## src/include/rbc_params.svh

```systemverilog
// Offsets, field positions, reset values and timing counts of the reset and boot option block.
`ifndef RBC_PARAMS_SVH
`define RBC_PARAMS_SVH
`define RBC_FLAGS_OFS 8'h86
`define RBC_SUPPLY_OFS 8'h8e
`define RBC_POR_BIT 7
`define RBC_WDT_BIT 6
`define RBC_RST_BIT 5
`define RBC_STACK_OVERFLOW_FLAG_BIT 4
`define RBC_MID_BIT 6
`define RBC_HIGH_BIT 5
`define RBC_ALU_MSB 2
`define RBC_DEBOUNCE_TICKS 8'h80
`define RBC_WARM_RC 12'h010
`define RBC_WARM_XTAL 12'h800
`define RBC_WDT_BITS 8
`define RBC_PC_RESET 14'h0000
`endif

```

## src/include/rbc_pkg.sv

```systemverilog
// Types of the reset and boot option block.
package rbc_pkg;
   typedef enum logic [1:0] {RBC_HCLK_RC = 2'h0, RBC_HCLK_X16 = 2'h1, RBC_HCLK_X12 = 2'h2}
      rbc_hclk_t;
   typedef enum logic [1:0] {RBC_WDT_OFF = 2'h0, RBC_WDT_ON = 2'h1, RBC_WDT_ALWAYS = 2'h2}
      rbc_wdt_mode_t;
   typedef enum logic [1:0] {RBC_LVL_L = 2'h0, RBC_LVL_M = 2'h1, RBC_LVL_H = 2'h2,
      RBC_LVL_MAX = 2'h3} rbc_lvl_t;
   typedef enum logic [2:0] {RBC_ST_HOLD = 3'h0, RBC_ST_PIN = 3'h1, RBC_ST_INIT = 3'h3,
      RBC_ST_WARM = 3'h2, RBC_ST_RUN = 3'h6} rbc_state_t;
   typedef struct packed {
      rbc_hclk_t hclk;
      logic [1:0] fcpu_div;
      logic [1:0] low_fcpu_div;
      logic [1:0] watchdog_clock_select;
      rbc_wdt_mode_t wdt_mode;
      logic pin_is_reset;
      logic debounce;
      logic secure;
      rbc_lvl_t lvl;
      logic noise_filter;
   } rbc_opt_t;
   typedef struct packed {
      logic [7:0] addr;
      logic [7:0] wdata;
      logic we;
      logic re;
   } rbc_bus_t;
   typedef struct packed {
      logic supply_ok;
      logic mid_low;
      logic high_low;
   } rbc_supply_t;
endpackage

```

## src/hdl/rbc_top.sv

```systemverilog
// Reset sequencer with boot option decoding, cause flags and clock dividers.
//
// Behaviour
// - Fast clock: internal RC, 16 MHz or 12 MHz crystal.
// - Normal instruction clock is fast clock /1,/2,/4,/8.
// - Slow instruction clock is slow RC /1,/2,/4,/8.
// - Watchdog clock is slow RC /4,/8,/16,/32.
// - Always-on watchdog counts also when sleeping.
// - Enabled watchdog stops and clears to zero asleep; disabled never resets.
// - Reset pin option: falling edge resets system.
// - Port option: pin is GPIO, no external reset.
// - Optional debounce of 128 slow RC periods.
// - Protection option blocks full program memory readout.
// - Detector level picks flags and reset sources.
// - Noise filter option, forced on by crystal.
// - Any reset stops core, clears counter to zero.
// - Power or low-voltage reset sets flag bit 7.
// - Watchdog overflow reset sets flag bit 6.
// - External pin reset sets flag bit 5.
// - Power-up: supply, pin high, init, warm, run.
// - Watchdog reset: init, warm up, resume normal mode.
// - Stack overflow flag cleared only by reset.
// - Low-voltage reset clears mid and high flags.
// - At level M, mid flag reads one while supply is low.
//
// Decided for this implementation: the address-and-strobe port.
`include "rbc_params.svh"
module rbc_top #(
   parameter logic [11:0] WARM_RC = `RBC_WARM_RC,
   parameter logic [11:0] WARM_XTAL = `RBC_WARM_XTAL,
   parameter int WDT_BITS = `RBC_WDT_BITS
) (
   input wire logic I_CLK,
   input wire logic I_NRST,
   input wire logic I_CE,
   input wire rbc_pkg::rbc_opt_t I_OPT,
   input wire logic I_FAST_TICK,
   input wire logic I_SLOW_TICK,
   input wire logic I_SLOW_MODE,
   input wire logic I_SLEEP,
   input wire logic I_WDT_CLEAR,
   input wire rbc_pkg::rbc_supply_t I_SUPPLY,
   input wire logic I_STACK_OVF,
   input wire logic I_RST_PIN_I,
   input wire logic I_GPIO_O,
   input wire logic I_GPIO_OE,
   input wire rbc_pkg::rbc_bus_t I_BUS,
   output logic [7:0] O_RDATA,
   output logic O_CORE_RST_N,
   output logic [13:0] O_PC_INIT,
   output logic O_CPU_TICK,
   output logic O_WDT_TICK,
   output logic O_RST_PIN_O,
   output logic O_RST_PIN_OE,
   output logic O_GPIO_I,
   output logic O_XIN_GPIO_EN,
   output logic O_XTAL_EN,
   output logic O_XTAL_12M,
   output logic O_NOISE_FILTER,
   output logic O_READ_BLOCK
);
   import rbc_pkg::*;

   typedef struct packed {
      rbc_state_t st;
      rbc_opt_t opt;
      logic por;
      logic wdt;
      logic rst;
      logic stack_overflow_flag;
      logic [2:0] alu;
      logic mid;
      logic high;
      logic pin_low_q;
      logic [7:0] db_cnt;
      logic [2:0] cpu_div;
      logic [4:0] wdt_div;
      logic [WDT_BITS-1:0] wdt_cnt;
      logic [11:0] warm_cnt;
      logic [7:0] rdata;
      logic core_rst_n;
      logic cpu_tick;
      logic wdt_tick;
      logic pin_o;
      logic pin_oe;
      logic gpio_i;
      logic xin_gpio;
      logic xtal_en;
      logic xtal_12m;
      logic nf;
      logic rd_block;
   } rbc_regs_t;

   rbc_regs_t s_reg;
   rbc_regs_t s_next;

   logic lv_rst;
   logic pin_act;
   logic pin_evt;
   logic wdt_evt;
   logic cpu_src;
   logic [2:0] cpu_mask;
   logic [4:0] wdt_mask;
   logic wdt_run;
   logic [11:0] warm_len;

   // Decode which supply detectors reset the chip at the chosen level.
   always_comb
   begin
      lv_rst = ~I_SUPPLY.supply_ok;
      if (s_reg.opt.lvl == RBC_LVL_H || s_reg.opt.lvl == RBC_LVL_MAX)
      begin
         lv_rst = lv_rst | I_SUPPLY.mid_low;
      end
      if (s_reg.opt.lvl == RBC_LVL_MAX)
      begin
         lv_rst = lv_rst | I_SUPPLY.high_low;
      end
   end

   // Pin qualification: raw low level, or low held for the debounce time.
   always_comb
   begin
      if (s_reg.opt.debounce)
      begin
         pin_act = (s_reg.db_cnt == `RBC_DEBOUNCE_TICKS);
      end
      else
      begin
         pin_act = ~I_RST_PIN_I;
      end
      pin_act = pin_act & s_reg.opt.pin_is_reset;
      pin_evt = pin_act & ~s_reg.pin_low_q;
   end

   // Divider selection for the instruction and watchdog clocks.
   always_comb
   begin
      cpu_src = I_SLOW_MODE ? I_SLOW_TICK : I_FAST_TICK;
      if (I_SLOW_MODE)
      begin
         cpu_mask = 3'((4'h1 << s_reg.opt.low_fcpu_div) - 4'h1);
      end
      else
      begin
         cpu_mask = 3'((4'h1 << s_reg.opt.fcpu_div) - 4'h1);
      end
      wdt_mask = 5'((6'h4 << s_reg.opt.watchdog_clock_select) - 6'h1);
      case (s_reg.opt.wdt_mode)
         RBC_WDT_ALWAYS: wdt_run = 1'b1;
         RBC_WDT_ON: wdt_run = ~I_SLEEP;
         default: wdt_run = 1'b0;
      endcase
      wdt_evt = wdt_run && s_reg.st == RBC_ST_RUN && s_reg.wdt_tick && ~I_WDT_CLEAR
         && (&s_reg.wdt_cnt);
      warm_len = (s_reg.opt.hclk == RBC_HCLK_RC) ? WARM_RC : WARM_XTAL;
   end

   // Next state of the whole block.
   always_comb
   begin
      s_next = s_reg;
      s_next.cpu_tick = 1'b0;
      s_next.wdt_tick = 1'b0;

      // Instruction clock divider runs on the selected source tick.
      if (cpu_src)
      begin
         s_next.cpu_div = s_reg.cpu_div + 3'h1;
         s_next.cpu_tick = ((s_reg.cpu_div & cpu_mask) == cpu_mask);
      end

      // Watchdog clock divider on slow RC ticks.
      if (I_SLOW_TICK)
      begin
         s_next.wdt_div = s_reg.wdt_div + 5'h1;
         s_next.wdt_tick = ((s_reg.wdt_div & wdt_mask) == wdt_mask);
      end

      // Watchdog counter; software clear from the main loop restarts it.
      if (s_reg.st != RBC_ST_RUN || I_WDT_CLEAR || !wdt_run)
      begin
         s_next.wdt_cnt = '0;
      end
      else if (s_reg.wdt_tick)
      begin
         s_next.wdt_cnt = s_reg.wdt_cnt + WDT_BITS'(1);
      end

      // Debounce counter counts slow RC periods while the pin stays low.
      if (I_RST_PIN_I)
      begin
         s_next.db_cnt = 8'h00;
      end
      else if (I_SLOW_TICK && s_reg.db_cnt != `RBC_DEBOUNCE_TICKS)
      begin
         s_next.db_cnt = s_reg.db_cnt + 8'h01;
      end
      s_next.pin_low_q = pin_act;

      // Supply flags follow the detectors only at the level that enables them.
      s_next.mid = (s_reg.opt.lvl == RBC_LVL_M) & I_SUPPLY.mid_low;
      s_next.high = (s_reg.opt.lvl == RBC_LVL_H) & I_SUPPLY.high_low;

      // Stack overflow is set by the core and never cleared by software.
      if (I_STACK_OVF)
      begin
         s_next.stack_overflow_flag = 1'b1;
      end

      // Register writes reach only the arithmetic flag bits.
      if (I_BUS.we && I_BUS.addr == `RBC_FLAGS_OFS && s_reg.core_rst_n)
      begin
         s_next.alu = I_BUS.wdata[`RBC_ALU_MSB:0];
      end

      // Read data stands in the cycle after the read strobe only.
      s_next.rdata = 8'h00;
      if (I_BUS.re && I_BUS.addr == `RBC_FLAGS_OFS)
      begin
         s_next.rdata[`RBC_POR_BIT] = s_reg.por;
         s_next.rdata[`RBC_WDT_BIT] = s_reg.wdt;
         s_next.rdata[`RBC_RST_BIT] = s_reg.rst;
         s_next.rdata[`RBC_STACK_OVERFLOW_FLAG_BIT] = s_reg.stack_overflow_flag;
         s_next.rdata[`RBC_ALU_MSB:0] = s_reg.alu;
      end
      else if (I_BUS.re && I_BUS.addr == `RBC_SUPPLY_OFS)
      begin
         s_next.rdata[`RBC_MID_BIT] = s_reg.mid;
         s_next.rdata[`RBC_HIGH_BIT] = s_reg.high;
      end

      // Reset sequencer.
      case (s_reg.st)
         RBC_ST_HOLD:
         begin
            s_next.opt = I_OPT; // Options are caught while the chip is held.
            if (!lv_rst)
            begin
               s_next.st = RBC_ST_PIN;
            end
         end
         RBC_ST_PIN:
         begin
            if (!s_reg.opt.pin_is_reset || I_RST_PIN_I)
            begin
               s_next.st = RBC_ST_INIT;
            end
         end
         RBC_ST_INIT:
         begin
            s_next.warm_cnt = 12'h000;
            s_next.alu = 3'h0;
            s_next.st = RBC_ST_WARM;
         end
         RBC_ST_WARM:
         begin
            if (s_reg.warm_cnt != warm_len)
            begin
               s_next.warm_cnt = s_reg.warm_cnt + 12'(I_FAST_TICK);
            end
            else if (s_next.cpu_tick)
            begin
               s_next.core_rst_n = 1'b1;
               s_next.st = RBC_ST_RUN;
            end
         end
         RBC_ST_RUN:
         begin
            s_next.core_rst_n = 1'b1;
         end
         default:
         begin
            s_next.st = RBC_ST_HOLD;
         end
      endcase

      // Reset events: supply first, then the pin, then the watchdog.
      if (lv_rst && s_reg.st != RBC_ST_HOLD)
      begin
         s_next.st = RBC_ST_HOLD;
         s_next.core_rst_n = 1'b0;
         {s_next.por, s_next.wdt, s_next.rst} = 3'h4;
         s_next.stack_overflow_flag = 1'b0;
         s_next.mid = 1'b0;
         s_next.high = 1'b0;
      end
      else if (pin_evt && s_reg.st != RBC_ST_HOLD)
      begin
         s_next.st = RBC_ST_PIN;
         s_next.core_rst_n = 1'b0;
         {s_next.por, s_next.wdt, s_next.rst} = 3'h1;
         s_next.stack_overflow_flag = 1'b0;
      end
      else if (wdt_evt)
      begin
         s_next.st = RBC_ST_INIT;
         s_next.core_rst_n = 1'b0;
         {s_next.por, s_next.wdt, s_next.rst} = 3'h2;
         s_next.stack_overflow_flag = 1'b0;
      end

      // Option decoding driven to the clock, pad and memory logic.
      s_next.xin_gpio = (s_reg.opt.hclk == RBC_HCLK_RC);
      s_next.xtal_en = (s_reg.opt.hclk != RBC_HCLK_RC);
      s_next.xtal_12m = (s_reg.opt.hclk == RBC_HCLK_X12);
      s_next.nf = s_reg.opt.noise_filter | (s_reg.opt.hclk != RBC_HCLK_RC);
      s_next.rd_block = s_reg.opt.secure;
      s_next.pin_o = I_GPIO_O;
      s_next.pin_oe = I_GPIO_OE & ~s_reg.opt.pin_is_reset & s_reg.core_rst_n;
      s_next.gpio_i = I_RST_PIN_I & ~s_reg.opt.pin_is_reset;
   end

   // State register; the clock enable freezes everything.
   always_ff @(posedge I_CLK or negedge I_NRST)
   begin
      if (!I_NRST)
      begin
         s_reg <= '0;
         s_reg.st <= RBC_ST_HOLD;
         s_reg.por <= 1'b1;
         s_reg.rd_block <= 1'b1;
      end
      else if (I_CE)
      begin
         s_reg <= s_next;
      end
   end

   // Outputs other than the fixed restart address come straight from the state register.
   assign O_RDATA = s_reg.rdata;
   assign O_CORE_RST_N = s_reg.core_rst_n;
   assign O_PC_INIT = `RBC_PC_RESET;
   assign O_CPU_TICK = s_reg.cpu_tick;
   assign O_WDT_TICK = s_reg.wdt_tick;
   assign O_RST_PIN_O = s_reg.pin_o;
   assign O_RST_PIN_OE = s_reg.pin_oe;
   assign O_GPIO_I = s_reg.gpio_i;
   assign O_XIN_GPIO_EN = s_reg.xin_gpio;
   assign O_XTAL_EN = s_reg.xtal_en;
   assign O_XTAL_12M = s_reg.xtal_12m;
   assign O_NOISE_FILTER = s_reg.nf;
   assign O_READ_BLOCK = s_reg.rd_block;
endmodule

```

## config.mk

```make
export PLATFORM = sky130hd
export DESIGN_NAME = rbc_top
export DESIGN_NICKNAME = d
export VERILOG_FILES = /design/src/include/rbc_pkg.sv /design/src/hdl/rbc_top.sv
export VERILOG_INCLUDE_DIRS = /design/src /design/src/include
export SDC_FILE = /design/constraint.sdc
export NUM_CORES = 1
export LEC_CHECK = 0
export ABC_AREA = 1
export BUFFER_PORTS_ARGS = -buffer_cell sky130_fd_sc_hd__buf_2
export CAP_MARGIN = 25
export CORE_MARGIN = 4
export CORE_UTILIZATION = 38
export CTS_BUF_LIST = sky130_fd_sc_hd__clkbuf_4 sky130_fd_sc_hd__clkbuf_8 sky130_fd_sc_hd__clkbuf_16
export CTS_CLUSTER_DIAMETER = 200
export DETAILED_ROUTE_END_ITERATION = 16
export SLEW_MARGIN = 20
export SYNTH_ARGS = -nofsm -noshare
export SYNTH_HDL_FRONTEND = slang
export SYNTH_SLANG_ARGS = --single-unit
```

## constraint.sdc

```tcl
create_clock -name I_CLK -period 3.92 [get_ports I_CLK]
set_input_delay 0.588 -clock I_CLK [delete_from_list [all_inputs] [get_ports I_CLK]]
set_output_delay 0.588 -clock I_CLK [all_outputs]
set_load 0.005 [all_outputs]
```

==> run metrics <==
reg2reg setup slack 2.02 ns; Post-Synthesis Cell Area 0.004337 mm²; Synth async-reset ratio 100.0%; clk_lat worst skew 0.33 ns; warnings from Yosys 0; Antenna diodes 0; Max Root-Sink Buffers 2; Final min period 1.915 ns; switching fraction of total power 33.67%; die area 0.01319 mm²; Synth Area per Inst 8.213 µm²; Vias/cell 4.773; Area growth syn-to-layout 15.46%; post-CTS sizing 0; # clock sinks 83; Hold Crit Class in2async; R2R cell count 10; CP endpoint kind flop; startpoint type of the worst setup path input port; largest net degree at the start of global routing 46; Slew @ Worst Pin 0.8490 ns; drt drc 0; Seq/Total Area, Yosys 47.95%; Logic pwr share 27.2%; Post-Route WL 9.339 mm; Max-Cap Viols 0; Final Hold Viols 0; commonest non-fill, non-tap cells in the layout nand2_1 (119), dfrtp_1 (81), buf_2 (60); Clock Power Share 30.5%; cell taking the most area after synthesis dfrtp_1; Finished Cell Area 0.005007 mm²; Detail Placement HPWL 6.849 mm; sequential power share 42.3%; commonest non-fill, non-tap cell in the layout nand2_1; Clock transition at path regs 0.06 ns; final setup vio count 0; DR pass1 iterations 4; Die W 114.8 µm; number of global-route vias before repair 3407; worst r2r dst s_reg[35]; Final ANT Viol Nets 0; VDD IR max 0.0002758 V; Tcrit/Tclk final 48.85%; Core Region 0.01098 mm²; CTS Hold Buffers Added 0; Slew Viols, Final 0; Compound-Gate Fraction of Synth Area 9.636%; max reg flops 64; drt wl/cell 12.79 µm; DR iter-0 viols 143; Die H 114.8 µm; first-pass GRT wire length 15.70 mm; I/O Buffers 61; Pwr Total 0.002925 W; GRT Util Overall 14.85%; CTS Buf Count 9; CP Data Required Time 4.14 ns; Internal 0.001940 W; main flop type after synthesis dfrtp_1; synth unique cells 43; row count 38; Synth area leaders dfrtp_1 (47%), nand2_1 (10%), inv_1 (4.8%); Final #Nets 643; Post CTS Setup Buffer Count 0; status complete, no violations; post-synthesis mux area share 2.308%; kind of critical path in2reg; CTS tree built; routed vias 3484; Synth Area in Simple Gates 25.19%; Post-synth EDFFs 0; worst r2r src s_reg[71]; Synth top area share 46.74%; CP max FO 27; Syn Inst Count 528; Ports 82; unrepaired setup endpoints after global routing false; H-tree lvl count 3; initial antenna violation count 1; Total Neg Setup Slack 0 ns; worst rel slew slack 43.26%; Leak Pwr 2.505 nW; Switch Pwr 0.0009846 W; Post-DP Area 0.004688 mm²; layout cells sized above 1 18.98%; #FFs+latches synth 83; Fmax 0.5223 GHz; root buf cell clkbuf_16; Post-Synth XOR/XNOR Area 1.818%; adder-cell share of the synthesized area 2.597%; grt total ovfl 0; Pwr Density 584.0 mW/mm²; clk_skew 0.004647 ns; Initial Util 39.49%; Worst EP arrival 2.14 ns; GP Congestion 0.8084; largest family of logic cells by synthesized area simple AND/OR/NAND/NOR gates
per-stage QoR:
stage | instances | hold slack (ns) | util [%] | setup slack, ns
CTS | 730 | 0.2492 | 45.59 | 2.003
global placement | 713 | 0.4479 | 42.44 | 1.702
detailed placement | 714 | 0.4545 | 42.69 | 1.658
global route | 730 | 0.2706 | 45.59 | 1.808
floorplan | 542 | 0.2924 | - | 2.195
finish | 730 | 0.2315 | 45.59 | 2.005
cells by family after synthesis:
kind of cell	after synthesis
buffers and inverters	93
other	1
XOR/XNOR	9
adder cells (fa/ha/maj)	9
multiplexers	9
AND/OR/NAND/NOR	246
AO/OA/AOI/OAI	78
flip-flops	83
synthesized netlist by cell type, types with 2 or more instances:
library cell and count:
nand2_1 119, dfrtp_1 81, inv_1 56, nor2_1 52, nand3_1 36, o21ai_0 33, a21oi_1 29, buf_4 23
nor3_1 11, ha_1 9, mux2_2 8, inv_2 6, nand2_2 6, nand4_1 6, xor2_1 6, o21ai_1 5
clkbuf_1 4, o31ai_1 3, xnor2_1 3, buf_6 2, dfstp_2 2, nand3_2 2, nand3b_1 2, nor2_4 2
nor3_2 2, nor4_1 2, o22ai_1 2
worst max-delay path by stage:
stage	from	end	slack, ns	depth (start not counted)
after floorplan	I_FAST_TICK	s_reg[27]	2.20	7
after global placement	I_CE	s_reg[77]	1.70	4
after detailed placement	I_CE	s_reg[53]	1.66	10
after CTS	I_CE	s_reg[53]	2.00	10
after global routing	I_CE	s_reg[53]	1.81	10
final	I_CE	s_reg[53]	2.01	10
layer usage:
metal / track usage [%] / routed length (µm) / up-vias / share of wire (%)
li1: - / - / 1786 / -
met1: 19.81 / 4417 / 1592 / 47
met2: 23.79 / 4183 / 92 / 45
met3: 4.053 / 599 / 12 / 6.4
met4: 4.382 / 127 / 2 / 1.4
met5: 0 / 11 / - / 0.12
critical path, cell delays in order:
cell     delay, ns
buf_2         0.10
buf_4         0.30
nand2_1       0.20
inv_1         0.15
nand2_1       0.13
nand2_1       0.18
nand3_1       0.14
nor2_1        0.16
a21oi_1       0.08
o21a_1        0.10
power by group through the flow:
stage | clock (W) | combinational [W] | sequential, W
finish | 0.000892 | 0.000796 | 0.00124
detailed placement | 0 | 0.000803 | 0.00125
global placement | 0 | 0.000779 | 0.00124
floorplan | 0 | 0.000631 | 0.00122
global route | 0.000956 | 0.000918 | 0.00127
CTS | 0.000910 | 0.000805 | 0.00124
final cells by class:
cell class | instances | area, µm²
fill | 1064 | 5976
sequential | 83 | 2079
multi-input combinational | 366 | 1858
timing repair buffer | 63 | 342.8
clock buffer | 13 | 274.0
inverter | 62 | 232.7
tap | 140 | 175.2
clock inverter | 3 | 45.04
(Power assumes the default switching activity.)
